$ cat src/verilog/hreg_pkg.sv
// package: constants for the serial holding-register slave
package hreg_pkg;
  localparam int unsigned CLK_HZ           = 10_000_000;
  localparam int unsigned BAUD             = 19_200;
  localparam int unsigned BIT_CYCLES       = CLK_HZ / BAUD;
  localparam int unsigned DATA_BITS        = 8;
  localparam int unsigned STOP_BITS        = 1;
  localparam int unsigned GAP_MS           = 20;
  localparam int unsigned GAP_CYCLES       = (CLK_HZ / 1000) * GAP_MS;
  localparam logic [7:0]  FUNC_READ_HOLD   = 8'h03;
  localparam logic [7:0]  REG_SECONDS_HIGH = 8'h04;
  localparam logic [7:0]  REG_SECONDS_LOW  = 8'h05;
  localparam logic [7:0]  REG_STATUS       = 8'h07;
  localparam int unsigned NUM_REGS         = 16;
  localparam int unsigned MAX_COUNT        = 16;
  localparam logic [15:0] CRC_INIT         = 16'hFFFF;
  localparam logic [15:0] CRC_POLY         = 16'hA001;
  localparam logic [15:0] STATUS_OK        = 16'h0000;
  localparam logic [15:0] STATUS_LINK_LOST = 16'h0001;
  localparam logic [7:0]  SLAVE_ID_RESET   = 8'h01;
  localparam int unsigned REQ_BYTES        = 8;
endpackage

$ cat src/verilog/byte_link_if.sv
// interface: byte strobes between the frame engine and the serial shifter
`timescale 1ns/1ns
interface byte_link_if;
  logic [7:0] rx_data;
  logic       rx_valid;
  logic [7:0] tx_data;
  logic       tx_start;
  logic       tx_busy;
  modport engine (input rx_data, input rx_valid, output tx_data, output tx_start,
                  input tx_busy);
  modport shifter (output rx_data, output rx_valid, input tx_data, input tx_start,
                   output tx_busy);
endinterface

$ cat src/verilog/hreg_slave.sv
// module: serial holding-register slave answering read requests
//
// What this block does
// RULE1 - link is 19200 baud, 8N1, no handshake
// RULE2 - master keeps byte gaps within 20 ms
// RULE3 - master spaces commands by 50 ms
// RULE4 - answer valid function 3 reads with data
// RULE5 - request: id, function, start, count, CRC
// RULE6 - reply: id, function, byte count, data, CRC
// RULE7 - master polls slaves one at a time
// RULE8 - register number indexes table directly from zero
// RULE9 - register 4 holds upper seconds word
// RULE10 - answer only own loadable slave identifier
// RULE11 - register 5 holds lower seconds word
// RULE12 - register 7 zero unless an error exists
// RULE13 - keep last drive values, flag lost contact
// RULE14 - CRC-16 low first, drop bad frames silently
// RULE15 - gap over limit ends frame, then process
`timescale 1ns/1ns
module hreg_slave
  import hreg_pkg::*;
#(
  parameter int unsigned GAP_LIMIT = GAP_CYCLES,
  parameter int unsigned BIT_LEN   = BIT_CYCLES
)
(
  input  wire logic        ref_clk,
  input  wire logic        rst,
  input  wire logic        clk_en,
  input  wire logic        rxd,
  output logic             txd,
  input  wire logic [31:0] epoch_seconds,
  input  wire logic        slave_id_load,
  input  wire logic [7:0]  slave_id_value,
  input  wire logic        drive_board_update,
  input  wire logic [15:0] drive_board_speed,
  input  wire logic [15:0] drive_board_current,
  input  wire logic        drive_board_lost,
  output logic [7:0]       slave_id_now,
  output logic [15:0]      system_status
);
  import hreg_pkg::*;

  // the gap counter is 24 bits wide; a limit beyond it is truncated to 24 bits in the compare and ends frames early
  if (GAP_LIMIT < 2 || GAP_LIMIT > 32'h00FF_FFFF) begin : g_gap_range
    $error("gap limit out of range");
  end

  typedef enum logic [2:0] {ST_IDLE, ST_RECV, ST_CHECK, ST_SEND, ST_WAIT} st_t;
  typedef struct packed {
    st_t         st;
    logic [2:0]  rx_pipe;
    logic        rx_clean;
    logic [23:0] gap;
    logic [3:0]  nbytes;
    logic [63:0] frame;
    logic [15:0] crc;
    logic [7:0]  id;
    logic [15:0] speed;
    logic [15:0] current;
    logic [15:0] status;
    logic [7:0]  reg_idx;
    logic [7:0]  left;
    logic [2:0]  phase;
    logic [15:0] tx_crc;
    logic        tx_start;
    logic [7:0]  tx_data;
  } top_t;
  top_t t_reg, t_next;

  byte_link_if link ();

  uart_shifter #(.BIT_LEN(BIT_LEN)) u_shift (
    .ref_clk  (ref_clk),
    .rst      (rst),
    .clk_en   (clk_en),
    .rxd_sync (t_reg.rx_clean),
    .txd      (txd),
    .link     (link.shifter)
  );

  // eight bit-serial steps of the modbus crc over a byte
  function automatic logic [15:0] crc_byte(input logic [15:0] c, input logic [7:0] b);
    logic [15:0] r;
    r = c ^ {8'h00, b};
    for (int i = 0; i < 8; i++) begin
      r = r[0] ? ((r >> 1) ^ CRC_POLY) : (r >> 1); // [RULE14]
    end
    return r;
  endfunction

  // table read; unlisted registers read zero
  function automatic logic [15:0] reg_read(input top_t t, input logic [7:0] idx);
    logic [15:0] v;
    v = 16'h0000;
    case (idx) // [RULE8]
      8'h00:            v = t.speed;                 // [RULE13]
      8'h01:            v = t.current;               // [RULE13]
      REG_SECONDS_HIGH: v = epoch_seconds[31:16];    // [RULE9]
      REG_SECONDS_LOW:  v = epoch_seconds[15:0];     // [RULE11]
      REG_STATUS:       v = t.status;                // [RULE12]
      default:          v = 16'h0000;
    endcase
    return v;
  endfunction

  logic [15:0] word;
  logic [15:0] start_reg;
  logic [15:0] count;
  assign word      = reg_read(t_reg, t_reg.reg_idx);
  assign start_reg = t_reg.frame[47:32];
  assign count     = t_reg.frame[31:16];

  // frame assembly, gap timing, check and reply sequencing
  always_comb begin
    t_next = t_reg;
    t_next.tx_start = 1'b0;
    // three-stage sampler; a level counts only once stages two and three agree,
    // so a metastable settle in stage two cannot reach the receiver
    t_next.rx_pipe = {t_reg.rx_pipe[1:0], rxd};
    if (t_reg.rx_pipe[2] == t_reg.rx_pipe[1]) t_next.rx_clean = t_reg.rx_pipe[2];
    if (slave_id_load) t_next.id = slave_id_value; // [RULE10]
    if (drive_board_update && !drive_board_lost) begin
      t_next.speed   = drive_board_speed;   // [RULE13]
      t_next.current = drive_board_current;
    end
    t_next.status = drive_board_lost ? STATUS_LINK_LOST : STATUS_OK; // [RULE12]
    case (t_reg.st)
      ST_IDLE: begin
        if (link.rx_valid) begin
          t_next.st     = ST_RECV;
          t_next.frame  = {56'h0, link.rx_data};
          t_next.nbytes = 4'h1;
          t_next.gap    = 24'h0;
        end
      end
      ST_RECV: begin
        if (link.rx_valid) begin
          t_next.frame  = {t_reg.frame[55:0], link.rx_data};
          t_next.nbytes = (t_reg.nbytes == 4'hF) ? 4'hF : t_reg.nbytes + 4'h1;
          t_next.gap    = 24'h0;
        end else if (t_reg.gap >= 24'(GAP_LIMIT)) begin
          t_next.st = ST_CHECK; // [RULE15]
        end else begin
          t_next.gap = t_reg.gap + 24'h1;
        end
      end
      ST_CHECK: begin
        t_next.st = ST_IDLE;
        t_next.crc = CRC_INIT;
        for (int k = 7; k >= 2; k--) begin
          t_next.crc = crc_byte(t_next.crc, t_reg.frame[k*8 +: 8]);
        end
        // long or short frames and mismatches are dropped with no answer
        if (t_reg.nbytes == 4'(REQ_BYTES) && t_reg.frame[63:56] == t_reg.id &&
            t_reg.frame[55:48] == FUNC_READ_HOLD &&
            t_next.crc == {t_reg.frame[7:0], t_reg.frame[15:8]} && // [RULE14]
            count != 16'h0 && count <= 16'(MAX_COUNT) &&
            start_reg < 16'(NUM_REGS)) begin // [RULE4] [RULE10]
          t_next.st      = ST_SEND;
          t_next.reg_idx = start_reg[7:0];
          t_next.left    = count[7:0];
          t_next.phase   = 3'h0;
          t_next.tx_crc  = CRC_INIT;
        end
      end
      ST_SEND: begin
        if (!link.tx_busy) begin
          t_next.tx_start = 1'b1;
          t_next.phase    = t_reg.phase + 3'h1;
          case (t_reg.phase) // [RULE6]
            3'h0: t_next.tx_data = t_reg.id;
            3'h1: t_next.tx_data = FUNC_READ_HOLD;
            3'h2: t_next.tx_data = {t_reg.left[6:0], 1'b0};
            3'h3: t_next.tx_data = word[15:8];
            3'h4: begin
              t_next.tx_data = word[7:0];
              t_next.reg_idx = t_reg.reg_idx + 8'h1;
              t_next.left    = t_reg.left - 8'h1;
              if (t_reg.left != 8'h1) t_next.phase = 3'h3;
            end
            3'h5: t_next.tx_data = t_reg.tx_crc[7:0];  // [RULE14]
            3'h6: begin
              t_next.tx_data = t_reg.tx_crc[15:8];
              t_next.st      = ST_WAIT;
            end
            default: t_next.tx_start = 1'b0;
          endcase
          if (t_reg.phase < 3'h5) t_next.tx_crc = crc_byte(t_reg.tx_crc, t_next.tx_data);
        end
      end
      ST_WAIT: begin
        // bytes heard while answering are ignored; the master waits for us
        if (!link.tx_busy) t_next.st = ST_IDLE; // [RULE7]
      end
      default: t_next.st = ST_IDLE;
    endcase
  end

  always_ff @(posedge ref_clk) begin
    if (rst) begin
      t_reg <= '{st: ST_IDLE, rx_pipe: 3'b111, rx_clean: 1'b1, gap: 24'h0, nbytes: 4'h0,
                 frame: 64'h0, crc: 16'h0, id: SLAVE_ID_RESET, speed: 16'h0,
                 current: 16'h0, status: STATUS_OK, reg_idx: 8'h0, left: 8'h0,
                 phase: 3'h0, tx_crc: 16'h0, tx_start: 1'b0, tx_data: 8'h0};
    end else if (clk_en) begin
      t_reg <= t_next;
    end
  end

  assign link.tx_start = t_reg.tx_start;
  assign link.tx_data  = t_reg.tx_data;
  assign slave_id_now  = t_reg.id;
  assign system_status = t_reg.status;
endmodule

$ cat src/verilog/uart_shifter.sv
// module: 19200 8N1 receive and transmit shifter
`timescale 1ns/1ns
module uart_shifter
  import hreg_pkg::*;
#(
  parameter int unsigned BIT_LEN = BIT_CYCLES
)
(
  input  wire logic   ref_clk,
  input  wire logic   rst,
  input  wire logic   clk_en,
  input  wire logic   rxd_sync,
  output logic        txd,
  byte_link_if.shifter link
);
  typedef struct packed {
    logic [15:0] rx_cnt;
    logic [3:0]  rx_bit;
    logic        rx_act;
    logic [7:0]  rx_sh;
    logic [7:0]  rx_data;
    logic        rx_valid;
    logic [15:0] tx_cnt;
    logic [3:0]  tx_bit;
    logic        tx_act;
    logic [9:0]  tx_sh;
    logic        txd;
  } sh_t;
  sh_t s_reg, s_next;
  localparam logic [15:0] BITC = 16'(BIT_LEN);
  localparam logic [15:0] HALF = 16'(BIT_LEN / 2);

  // the bit counter is 16 bits wide and needs a distinct mid-bit point
  if (BIT_LEN < 4 || BIT_LEN > 32'h0000_FFFF) begin : g_bit_range
    $error("bit length out of range");
  end

  // receive samples mid-bit; transmit shifts start, 8 data, one stop
  always_comb begin
    s_next = s_reg;
    s_next.rx_valid = 1'b0;
    if (!s_reg.rx_act) begin
      if (!rxd_sync) begin
        s_next.rx_act = 1'b1;
        s_next.rx_cnt = HALF;
        s_next.rx_bit = 4'h0;
      end
    end else if (s_reg.rx_cnt != 16'h0000) begin
      s_next.rx_cnt = s_reg.rx_cnt - 16'h0001;
    end else begin
      s_next.rx_cnt = BITC - 16'h0001;
      s_next.rx_bit = s_reg.rx_bit + 4'h1;
      if (s_reg.rx_bit == 4'h0) begin
        if (rxd_sync) s_next.rx_act = 1'b0; // false start glitch
      end else if (s_reg.rx_bit <= 4'(DATA_BITS)) begin
        s_next.rx_sh = {rxd_sync, s_reg.rx_sh[7:1]}; // [RULE1]
      end else begin
        s_next.rx_act = 1'b0;
        if (rxd_sync) begin // framing error drops the byte [RULE1]
          s_next.rx_data  = s_reg.rx_sh;
          s_next.rx_valid = 1'b1;
        end
      end
    end
    if (!s_reg.tx_act) begin
      s_next.txd = 1'b1;
      if (link.tx_start) begin
        s_next.tx_act = 1'b1;
        s_next.tx_sh  = {1'b1, link.tx_data, 1'b0}; // [RULE1]
        s_next.tx_bit = 4'h0;
        s_next.tx_cnt = BITC - 16'h0001;
        s_next.txd    = 1'b0;
      end
    end else if (s_reg.tx_cnt != 16'h0000) begin
      s_next.tx_cnt = s_reg.tx_cnt - 16'h0001;
    end else begin
      s_next.tx_cnt = BITC - 16'h0001;
      s_next.tx_bit = s_reg.tx_bit + 4'h1;
      s_next.tx_sh  = {1'b1, s_reg.tx_sh[9:1]};
      s_next.txd    = s_reg.tx_sh[1];
      if (s_reg.tx_bit == 4'(DATA_BITS + STOP_BITS)) begin
        s_next.tx_act = 1'b0;
        s_next.txd    = 1'b1;
      end
    end
  end

  always_ff @(posedge ref_clk) begin
    if (rst) begin
      s_reg <= '{rx_cnt: 16'h0000, rx_bit: 4'h0, rx_act: 1'b0, rx_sh: 8'h00,
                 rx_data: 8'h00, rx_valid: 1'b0, tx_cnt: 16'h0000, tx_bit: 4'h0,
                 tx_act: 1'b0, tx_sh: 10'h3FF, txd: 1'b1};
    end else if (clk_en) begin
      s_reg <= s_next;
    end
  end

  assign txd           = s_reg.txd;
  assign link.rx_data  = s_reg.rx_data;
  assign link.rx_valid = s_reg.rx_valid;
  assign link.tx_busy  = s_reg.tx_act | link.tx_start;
endmodule
$ cat config.mk
export PLATFORM = sky130hd
export DESIGN_NAME = hreg_slave
export DESIGN_NICKNAME = d
export VERILOG_FILES = /design/src/verilog/hreg_pkg.sv /design/src/verilog/byte_link_if.sv /design/src/verilog/hreg_slave.sv /design/src/verilog/uart_shifter.sv
export SDC_FILE = /design/constraint.sdc
export NUM_CORES = 1
export LEC_CHECK = 0
export BUFFER_PORTS_ARGS = -buffer_cell sky130_fd_sc_hd__buf_2
export CORE_MARGIN = 8
export CORE_UTILIZATION = 40
export CTS_CLUSTER_DIAMETER = 100
export DETAILED_ROUTE_END_ITERATION = 10
export HOLD_SLACK_MARGIN = 0.03
export PLACE_DENSITY = 0.64
export SYNTH_ARGS = -nofsm -noshare
export SYNTH_HDL_FRONTEND = slang
export SYNTH_SLANG_ARGS = --single-unit
$ cat constraint.sdc
create_clock -name ref_clk -period 4.7 [get_ports ref_clk]
set_clock_uncertainty 0.1 [all_clocks]
set_input_delay 0.235 -clock ref_clk [delete_from_list [all_inputs] [get_ports ref_clk]]
set_output_delay 0.235 -clock ref_clk [all_outputs]
set_load 0.01 [all_outputs]
## Word-level counts from Yosys, hierarchy flattened

Cells that the tools add are included.

- Add/subtract/negate cells: 9
- Bitwise operators: 68
- Mux-type cells: 101
- Reduce and logical (&&, ||, !) cells: 36
- Magnitude comparators: 5
- Equal/unequal tests: 36

Operators with widths:

| operator | number |
|---|---|
| two-way mux 16 bit | 60 |
| one-hot mux 92 bit (2 select lines) | 1 |
| inverter 2 -> 3 bit | 56 |
| bitwise XOR 16 x 8 -> 16 bit | 6 |
| two-way mux 92 bit | 1 |
| one-hot mux 16 bit (5 select lines) | 1 |
| one-hot mux 35 bit (2 select lines) | 1 |
| two-way mux 68 bit | 1 |
| two-way mux 32 bit | 2 |
| one-hot mux 8 bit (7 select lines) | 1 |
| two-way mux 24 bit | 2 |
| nonzero test 16 bit | 3 |
| two-way mux 44 bit | 1 |
| two-way mux 21 bit | 2 |
| two-way mux 35 bit | 1 |
| subtractor 16 x 1 -> 16 bit, second input constant | 2 |
| two-way mux 9 bit | 3 |
| adder 24 x 1 -> 24 bit, second input constant | 1 |
| equality test 8 x 3 -> 1 bit, second input constant | 3 |
| >= comparator 24 x 18 -> 1 bit, second input constant | 1 |
| two-way mux 8 bit | 3 |
| two-way mux 22 bit | 1 |
| two-way mux 3 bit | 7 |
| two-way mux 19 bit | 1 |
| 42 further kinds | 94 |

- Word-level logic and storage cells: 282
- Input bits: 79
- Output and inout port bits: 25
- Register bits: 269

## Logic depth before layout (Yosys ltp)

Gate-level depths: netlist of the first run.

- Depth after elaboration: 109
- Mapped depth: 13
- Gate-level depth less buffers: 11

## Modules after synthesis

Synthesis of the first run repeated with hierarchy kept, for this count alone.

- Cell total of the unflattened synthesis: 1632
- Area total of the unflattened synthesis: 13869.6 sq um

Modules (own cells, without submodules):

| module | sequential area each (sq um) | cells each | area each (sq um) | instances |
|---|---|---|---|---|
| hreg_slave | 3683.5 | 1239 | 10523.8 | 1 |
| uart_shifter | 1381.3 | 393 | 3345.7 | 1 |

## Least setup slack after synthesis of the first run

No wires, ideal clock.

- Path kind: flip-flop to flip-flop
- From: register t_reg[27] (netlist name)
- To: register t_reg[9] (netlist name)
- Stages on the path, launching flop included: 13
- Library setup time: 0.086 ns
- Clock period less this slack: 3.322 ns
- Path slack: 1.378 ns
- Arrival: 3.136 ns
- Path buffers: 1
- Data required time: 4.514 ns
- Cell sequence: dfxtp_1 > clkbuf_1 > inv_1 > ha_1 > nor4_1 > a221o_1 > a21oi_1 > a31oi_1 > xnor2_1 > xnor2_1 > xnor2_1 > xnor3_1 > a221oi_2

- Cells in the longest elaborated chain, start to end: 17
- Elaborated cells between the ends (all ways): 32
- Classes of those cells: order compare: 1; eq/ne: 7; mux: 14; bitwise: 8; reduce/logical: 2

RTL lines:

| element | line | RTL |
|---|---|---|
| from (decl) | hreg_slave.sv:69 | `top_t t_reg, t_next;` |
| from (signal assigned) | hreg_slave.sv:202 | `t_reg <= '{st: ST_IDLE, rx_pipe: 3'b111, rx_clean: 1'b1, gap: 24'h0, nbytes: 4'h0,` |
| from (signal assigned) | hreg_slave.sv:207 | `t_reg <= t_next;` |
| equality test 3 bit, or another cell as far along | hreg_slave.sv:171 | `case (t_reg.phase)` |
| one-hot mux 8 bit (7 select lines) | hreg_slave.sv:171 |  |
| two-way mux 8 bit | hreg_slave.sv:168 | `if (!link.tx_busy) begin` |
| two-way mux 8 bit | hreg_slave.sv:128 | `case (t_reg.st)` |
| bitwise XOR 16 x 8 -> 16 bit | hreg_slave.sv:85 | `r = c ^ {8'h00, b};` |
| two-way mux 16 bit / inverter 2 -> 3 bit (equally long branches) (6 in series) | -- |  |
| inverter 2 -> 3 bit (no line) / two-way mux 16 bit (equally long branches) | -- |  |
| two-way mux 16 bit (2 in series) | hreg_slave.sv:87 | `r = r[0] ? ((r >> 1) ^ CRC_POLY) : (r >> 1);` |
| two-way mux 16 bit | hreg_slave.sv:189 | `if (t_reg.phase < 3'h5) t_next.tx_crc = crc_byte(t_reg.tx_crc, t_next.tx_data);` |
| two-way mux 44 bit | hreg_slave.sv:168 |  |
| one-hot mux 35 bit (2 select lines) | hreg_slave.sv:128 |  |

Several ways; a longest one is shown, not always the timed one. The select of a mux whose other input is x is not followed.
A chain may end at the register's enable or synchronous reset.

## Worst setup path in the final report of the first run

Ends and elaborated chain as after synthesis.

==> flow_metrics.tcl, run 1 <==
set metrics [dict create \
    grt_pass1_vias 10980 \
    clock-sinks 253 \
    dieArea_sq_um 39440 \
    ir_drop_uv 367.2 \
    r2r-end "t_reg[9]" \
    worstPathRequired_ps 5060 \
    largest_reg_flops 132 \
    cp.arrival_ps 4260 \
    grt_setup_unrepaired "false" \
    ff2ff_setup_slack_ps 810 \
    grt_pass1_wl_mm 56.75 \
    die_h_um 198.6 \
    combPwrFrac 0.049 \
    p_int_w 0.003719 \
    antenna_found_initial 0 \
    initial_core_util 0.4017 \
    min_from "slave_id_load" \
    syn2layout_area_growth_pct 16.19 \
    die_x_um 198.6 \
    min_to "slave_id_now[0]" \
    row_count 67 \
    cts.hold.buffers_added 51 \
    post-route-period-util 0.8285 \
    outcome "complete, no violations" \
    switching_share 0.2231 \
    cts.reportedPaths.clkPinSlew_ps 60 \
    via_per_inst 5.342 \
    min_path_cells 3 \
    place_hpwl_mm 23.95 \
    cts_buffers 29 \
    postRouteAntennaNets 0 \
    clk_latency_ps 540 \
    dr.pass1.iters 5 \
    tns_ps 0 \
    synth.yosys.seq_area_share 0.3798 \
    n_antenna_cell 0 \
    startpoint_type "flip-flop" \
    cts-resized-gates 0 \
    power_leakage_nw 5.831 \
    synth_area_per_cell_sq_um 8.303 \
    p_sw_w 0.001068 \
    ys_async_sr_fraction 0 \
    cts_tree "done" \
    worstSetupPathType "flip-flop to flip-flop" \
    synth_cell_type_count 73 \
    drc 0 \
    syn_inst 1606 \
    wl_mm 34.87 \
    synthFlopType "dfxtp_1" \
    vias 11490 \
    num_io_pins 104 \
    drv_slew 0 \
    fin_util 0.4668 \
    p_per_area_nw_per_um2 308.9 \
    ys_ff_latch 253 \
    grt_usage 0.1721 \
    yosys_warnings 0 \
    cts_buffer_depth 3 \
    grt_overflow 0 \
    root_buffer "clkbuf_16" \
    hold_path.class "input port to flip-flop" \
    cts.htree.levels 1 \
    post_cts_buffers 0 \
    hold_violations 0 \
    io_buffers 88 \
    pwr-share-seq 0.455 \
    maxCapViolCount 0 \
    drive_gt1_frac 0.1140 \
    crit_path_end_kind "flip-flop" \
    grt_start_max_net_pins 89 \
    nets 1783 \
    layout_commonest_cell "dfxtp_1" \
    ys_top_cells_by_area "dfxtp_1 38%, a21oi_1 6.6%, xnor2_1 6.4%" \
    slew_headroom 0.3470 \
    fmax_ghz 0.2568 \
    r2r_cells 11 \
    clkPwrFrac 0.496 \
    synth_top_area_frac 0.3798 \
    synth_edf_count 0 \
    rr_startpoint "t_reg[27]" \
    setup_violations 0 \
    synth_area_sq_um 13340 \
    drt-wirelength-per-cell_um 16.22 \
    worstPathMaxFanout 20 \
    tightestPinTransition_ps 979.5 \
    synth_top_cell_by_area "dfxtp_1" \
    core_area_sq_um 33200 \
    drt_iter0_drc 806 \
    min_period_ps 3894 \
    place.gp.congestion 0.8957 \
    final_cell_mix "253 x dfxtp_1, 208 x nand2_1, 175 x a21oi_1" \
]
-- how the worst max path moves through the flow --
stage              start  endpoint  slack (ps)
6_report       t_reg[27]  t_reg[9]         810
5_1_grt        t_reg[27]  t_reg[9]         420
4_1_cts        t_reg[27]  t_reg[9]         860
3_5_place_dp   t_reg[36]  t_reg[9]         870
3_3_place_gp   t_reg[36]  t_reg[9]         930
2_1_floorplan  t_reg[27]  t_reg[9]        1380
-- kinds of logic after synthesis --
logic type                 after synthesis  share of synthesized area
muxes                                   39                    0.03021
xor gates and xnor gates               162                     0.1320
AOI/OAI and AO/OA                      364                     0.1723
adders and majority gates               25                    0.02346
DFF                                    253                     0.3798
and+or+nand+nor                        587                     0.2051
other                                    1                  0.0002812
buffers and inverters                  175                    0.05686
-- layout make-up --
type                       instances  area [sq um]
clock buffer                      37         815.8
clock inverter                    17         210.2
fill                            3235         17700
inverter                          46         172.7
multi-input combinational       1192          7579
sequential                       253          5065
tap                              448         560.5
timing repair buffer             157          1092
-- critical path, stage by stage, from the launching register on --
cell and delay [ps]:
dfxtp_1 690, inv_1 180, ha_1 270, nor4_1 750, a221o_1 210, a21oi_1 60
a31oi_1 230, xnor2_1 220, xnor2_1 140, xnor2_1 350, xnor3_1 390, a221oi_2 200
-- power groups by stage --
stage	Clock, W	Sequential, W	Combinational, W
6_report	0.00238	0.00218	0.000233
5_1_grt	0.00252	0.00218	0.000255
4_1_cts	0.00243	0.00218	0.000232
3_3_place_gp	0	0.00222	0.000198
3_5_place_dp	0	0.00222	0.000200
2_1_floorplan	0	0.00222	0.000148
-- Yosys cell counts, types with 20 or more instances --
| master | n |
|---|---|
| o21ai_0 | 34 |
| dfxtp_1 | 253 |
| nand3_1 | 85 |
| nand2_1 | 209 |
| a22oi_1 | 20 |
| xnor3_1 | 21 |
| xor2_1 | 38 |
| clkbuf_1 | 91 |
| ha_1 | 25 |
| xnor2_1 | 98 |
| a221oi_1 | 33 |
| inv_1 | 46 |
| nor2_1 | 142 |
| a21oi_1 | 176 |
| nor3_1 | 38 |
| a211oi_1 | 24 |
| mux2i_1 | 29 |
| buf_4 | 24 |
-- per-stage QoR --
step | instances | area, sq um | power, W | hold WS, ps | setup WS, ps
2_1_floorplan | 1620 | 13390 | 0.002364 | 252.9 | 1378
3_3_place_gp | 2045 | 13960 | 0.002423 | 330.9 | 932.3
3_5_place_dp | 2045 | 13960 | 0.002425 | 346.4 | 873.3
4_1_cts | 2150 | 15490 | 0.004839 | 112.2 | 859.1
5_1_grt | 2150 | 15490 | 0.004956 | 184.5 | 423.5
6_report | 2150 | 15490 | 0.004787 | 148.5 | 806.2
-- metal layers --
layer | vias up | global-route usage | part of all wire
met3 | 50 | 0.02487 | 0.044
met5 | - | 0 | 0
met4 | 0 | 0.04337 | 0.022
met1 | 5434 | 0.2373 | 0.47
met2 | 264 | 0.2796 | 0.46
li1 | 5737 | - | -
Note: power is estimated with default switching activity, not from simulation.
==> run 2: changes to the inputs <==
--- a/config.mk
+++ b/config.mk
@@ -5,13 +5,14 @@
 export SDC_FILE = /design/constraint.sdc
 export NUM_CORES = 1
 export LEC_CHECK = 0
+export ABC_AREA = 1
 export BUFFER_PORTS_ARGS = -buffer_cell sky130_fd_sc_hd__buf_2
 export CORE_MARGIN = 8
 export CORE_UTILIZATION = 40
 export CTS_CLUSTER_DIAMETER = 100
 export DETAILED_ROUTE_END_ITERATION = 10
 export HOLD_SLACK_MARGIN = 0.03
-export PLACE_DENSITY = 0.64
+export PLACE_DENSITY = 0.66
 export SYNTH_ARGS = -nofsm -noshare
 export SYNTH_HDL_FRONTEND = slang
 export SYNTH_SLANG_ARGS = --single-unit
==> constraint.sdc (replaced) <==
create_clock -name ref_clk -period 3.5 [get_ports ref_clk]
set_clock_uncertainty 0.1 [all_clocks]
set_input_delay 0.175 -clock ref_clk [delete_from_list [all_inputs] [get_ports ref_clk]]
set_output_delay 0.175 -clock ref_clk [all_outputs]
set_load 0.01 [all_outputs]
==> run 2 against run 1 <==
The flow now finishes with violations (negative setup slack). Design area increased by 17%. Via count increased by 26%. Count of clock-buffer cells in the layout increased by 4. Critical path depth increased by 22. Die area increased by 5.7%. Non-clock buffer count increased by 112. Critical endpoint is now t_reg[41]. Largest cell class unchanged.
==> flow_metrics.tcl, run 2 <==
set metrics [dict create \
    vias 14460 \
    row_count 69 \
    antenna_found_initial 3 \
    postRouteAntennaNets 0 \
    startpoint_type "flip-flop" \
    min_period_ps 3643 \
    maxCapViolCount 0 \
    worstPathRequired_ps 3890 \
    seq_area_sq_um 5089 \
    initial_core_util 0.4020 \
    cts_buffers 29 \
    ir_drop_uv 368.5 \
    grt_start_max_net_pins 119 \
    grt_overflow 0 \
    clock-sinks 253 \
    met3_length_mm 2.710 \
    drt-wirelength-per-cell_um 14.69 \
    synth_area_sq_um 14160 \
    grt_setup_unrepaired "true" \
    tightestPinTransition_ps 1401 \
    synth_top_area_frac 0.3577 \
    ys_ff_latch 253 \
    cts.reportedPaths.clkPinSlew_ps 60 \
    fin_area_sq_um 18160 \
    cts_buffer_depth 3 \
    num_io_pins 104 \
    yosysMostFrequentCell "nand2_1" \
    root_buffer "clkbuf_16" \
    power_leakage_nw 7.895 \
    ys_async_sr_fraction 0 \
    fin_util 0.5155 \
    setup_slack_ps -142.8 \
    outcome "finished, violations left" \
    die_h_um 204.1 \
    setup_violations 36 \
    synth_top_cell_by_area "dfxtp_1" \
    post-route-period-util 1.041 \
    drive_gt1_frac 0.1922 \
    cp.arrival_ps 4040 \
    grt_usage 0.1916 \
    hold_violations 0 \
    grt_pass1_wl_mm 67.07 \
    wl_met2_mm 20.02 \
    worstPathMaxFanout 6 \
    yosys_warnings 0 \
    wl_met1_mm 17.57 \
    fmax_ghz 0.2745 \
    io_buffers 88 \
    ys_top_cells_by_area "dfxtp_1 36%, nand2_1 14%, nor2_1 6.9%" \
    drc 0 \
    dieArea_sq_um 41680 \
    multi_input_area_sq_um 8431 \
    crit_path_end_kind "flip-flop" \
    drv_slew 0 \
    largest_reg_flops 132 \
    cpPeakStageDelay_ps 360 \
    synth_area_per_cell_sq_um 6.642 \
    dpl_cell_area_sq_um 15770 \
    synth_edf_count 0 \
    yosys-top-cells-count "536 x nand2_1, 259 x nor2_1, 253 x dfxtp_1, 241 x inv_1, 138 x a21oi_1" \
    slew_headroom 0.06265 \
    synth_cell_type_count 52 \
    wl_mm 41.76 \
    place.gp.congestion 0.9113 \
    hold_path.class "input port to flip-flop" \
    dr.pass1.iters 5 \
    synth.yosys.seq_area_share 0.3577 \
    crit_slowest_cell "dfxtp_4" \
    synthFlopType "dfxtp_1" \
    syn2layout_area_growth_pct 28.22 \
    route.top_layer_used "met4" \
    grt_pass1_vias 13770 \
    die_x_um 204.1 \
    cp_common_cell "nand2_4" \
    violations "negative setup slack" \
    final_cell_mix "478 x nand2_1, 256 x nor2_1, 240 x dfxtp_1" \
    core_area_sq_um 35220 \
    worstSetupPathType "flip-flop to flip-flop" \
    via_per_inst 5.087 \
    syn_inst 2132 \
    place_hpwl_mm 29.09 \
    nets 2460 \
    cts_tree "done" \
    cts.htree.levels 1 \
    drt_iter0_drc 917 \
    fill_cells 3394 \
    layout_commonest_cell "nand2_1" \
    p_per_area_nw_per_um2 369.6 \
    clk_latency_ps 560 \
]
## run 2: worst paths after layout
| path | end | cells after the start | slack (ps) | from |
|---|---|---|---|---|
| max | t_reg[41] | 33 | -140 | t_reg[172] |
| min | link.tx_data[1] | 7 | 120 | epoch_seconds[9] |
| min reg2reg | u_shift.s_reg[10] | 2 | 330 | u_shift.s_reg[10] |
| max reg2reg | t_reg[41] | 33 | -140 | t_reg[172] |
## run 2: routing by layer
layer  global-route usage  up-vias
met4              0.07226        0
met3              0.03772      107
met5                    0        -
met1               0.2363     6642
li1                     -     7299
met2               0.3261      408
## run 2: power by group
group / total, W / switching [W] / leakage, nW / internal, W
registers: 0.00294 / 0.0000267 / 2.05 / 0.00291
logic: 0.000403 / 0.000239 / 5.31 / 0.000164
clock network: 0.00337 / 0.00124 / 0.534 / 0.00213
total: 0.00671 / 0.00150 / 7.90 / 0.00521
## run 2: cells by family (layout without fill, tap and decap cells)
| logic type | count (synthesis) | count (layout) | synth area share |
|---|---|---|---|
| other cells | 1 | 18 | 0.0002648 |
| xor+xnor | 92 | 92 | 0.05903 |
| flops | 253 | 253 | 0.3577 |
| buf+inv | 354 | 580 | 0.1023 |
| simple gates | 1048 | 1054 | 0.3174 |
| fa+ha+maj | 25 | 25 | 0.02209 |
| compound gates | 359 | 359 | 0.1412 |
## run 2: what timing repair did
| action | in CTS | in global routing |
|---|---|---|
| cloned | 5 | 2 |
| hold buffers | 46 | 0 |
| hold endpoints to repair | 73 | 0 |
| gates resized for setup | 107 | 66 |
| pin swaps | 57 | 46 |
| buffers inserted | 5 | 2 |
| endpoints found under the setup margin | 36 | 37 |
## run 2: per-stage QoR
step	std cells	hold WS, ps	setup TNS (ps)	setup slack (ps)	total power, W
floorplan	2146	188.2	0	88.16	0.003240
global placement	2726	276.1	-5939	-216.0	0.003353
detailed placement	2726	283.7	-9097	-312.8	0.003358
CTS	2835	91.97	-3127	-142.0	0.006779
global route	2842	172.3	-13720	-407.5	0.006936
finish	2842	121.6	-4000	-142.8	0.006710
## run 2: cell type report
cell class / instances / share of cell area
antenna: 3 / 0.0004135
clock buffer: 41 / 0.04686
clock inverter: 12 / 0.01240
inverter: 258 / 0.05382
multi-input combinational: 1545 / 0.4643
sequential: 253 / 0.2803
tap: 461 / 0.03177
timing repair buffer: 269 / 0.1101
## run 2: worst max-delay path: cells and delay by family, from the launching register on
family	cells	cell delay (ps)
simple gates	30	2890
flops	1	360
buf+inv	3	220
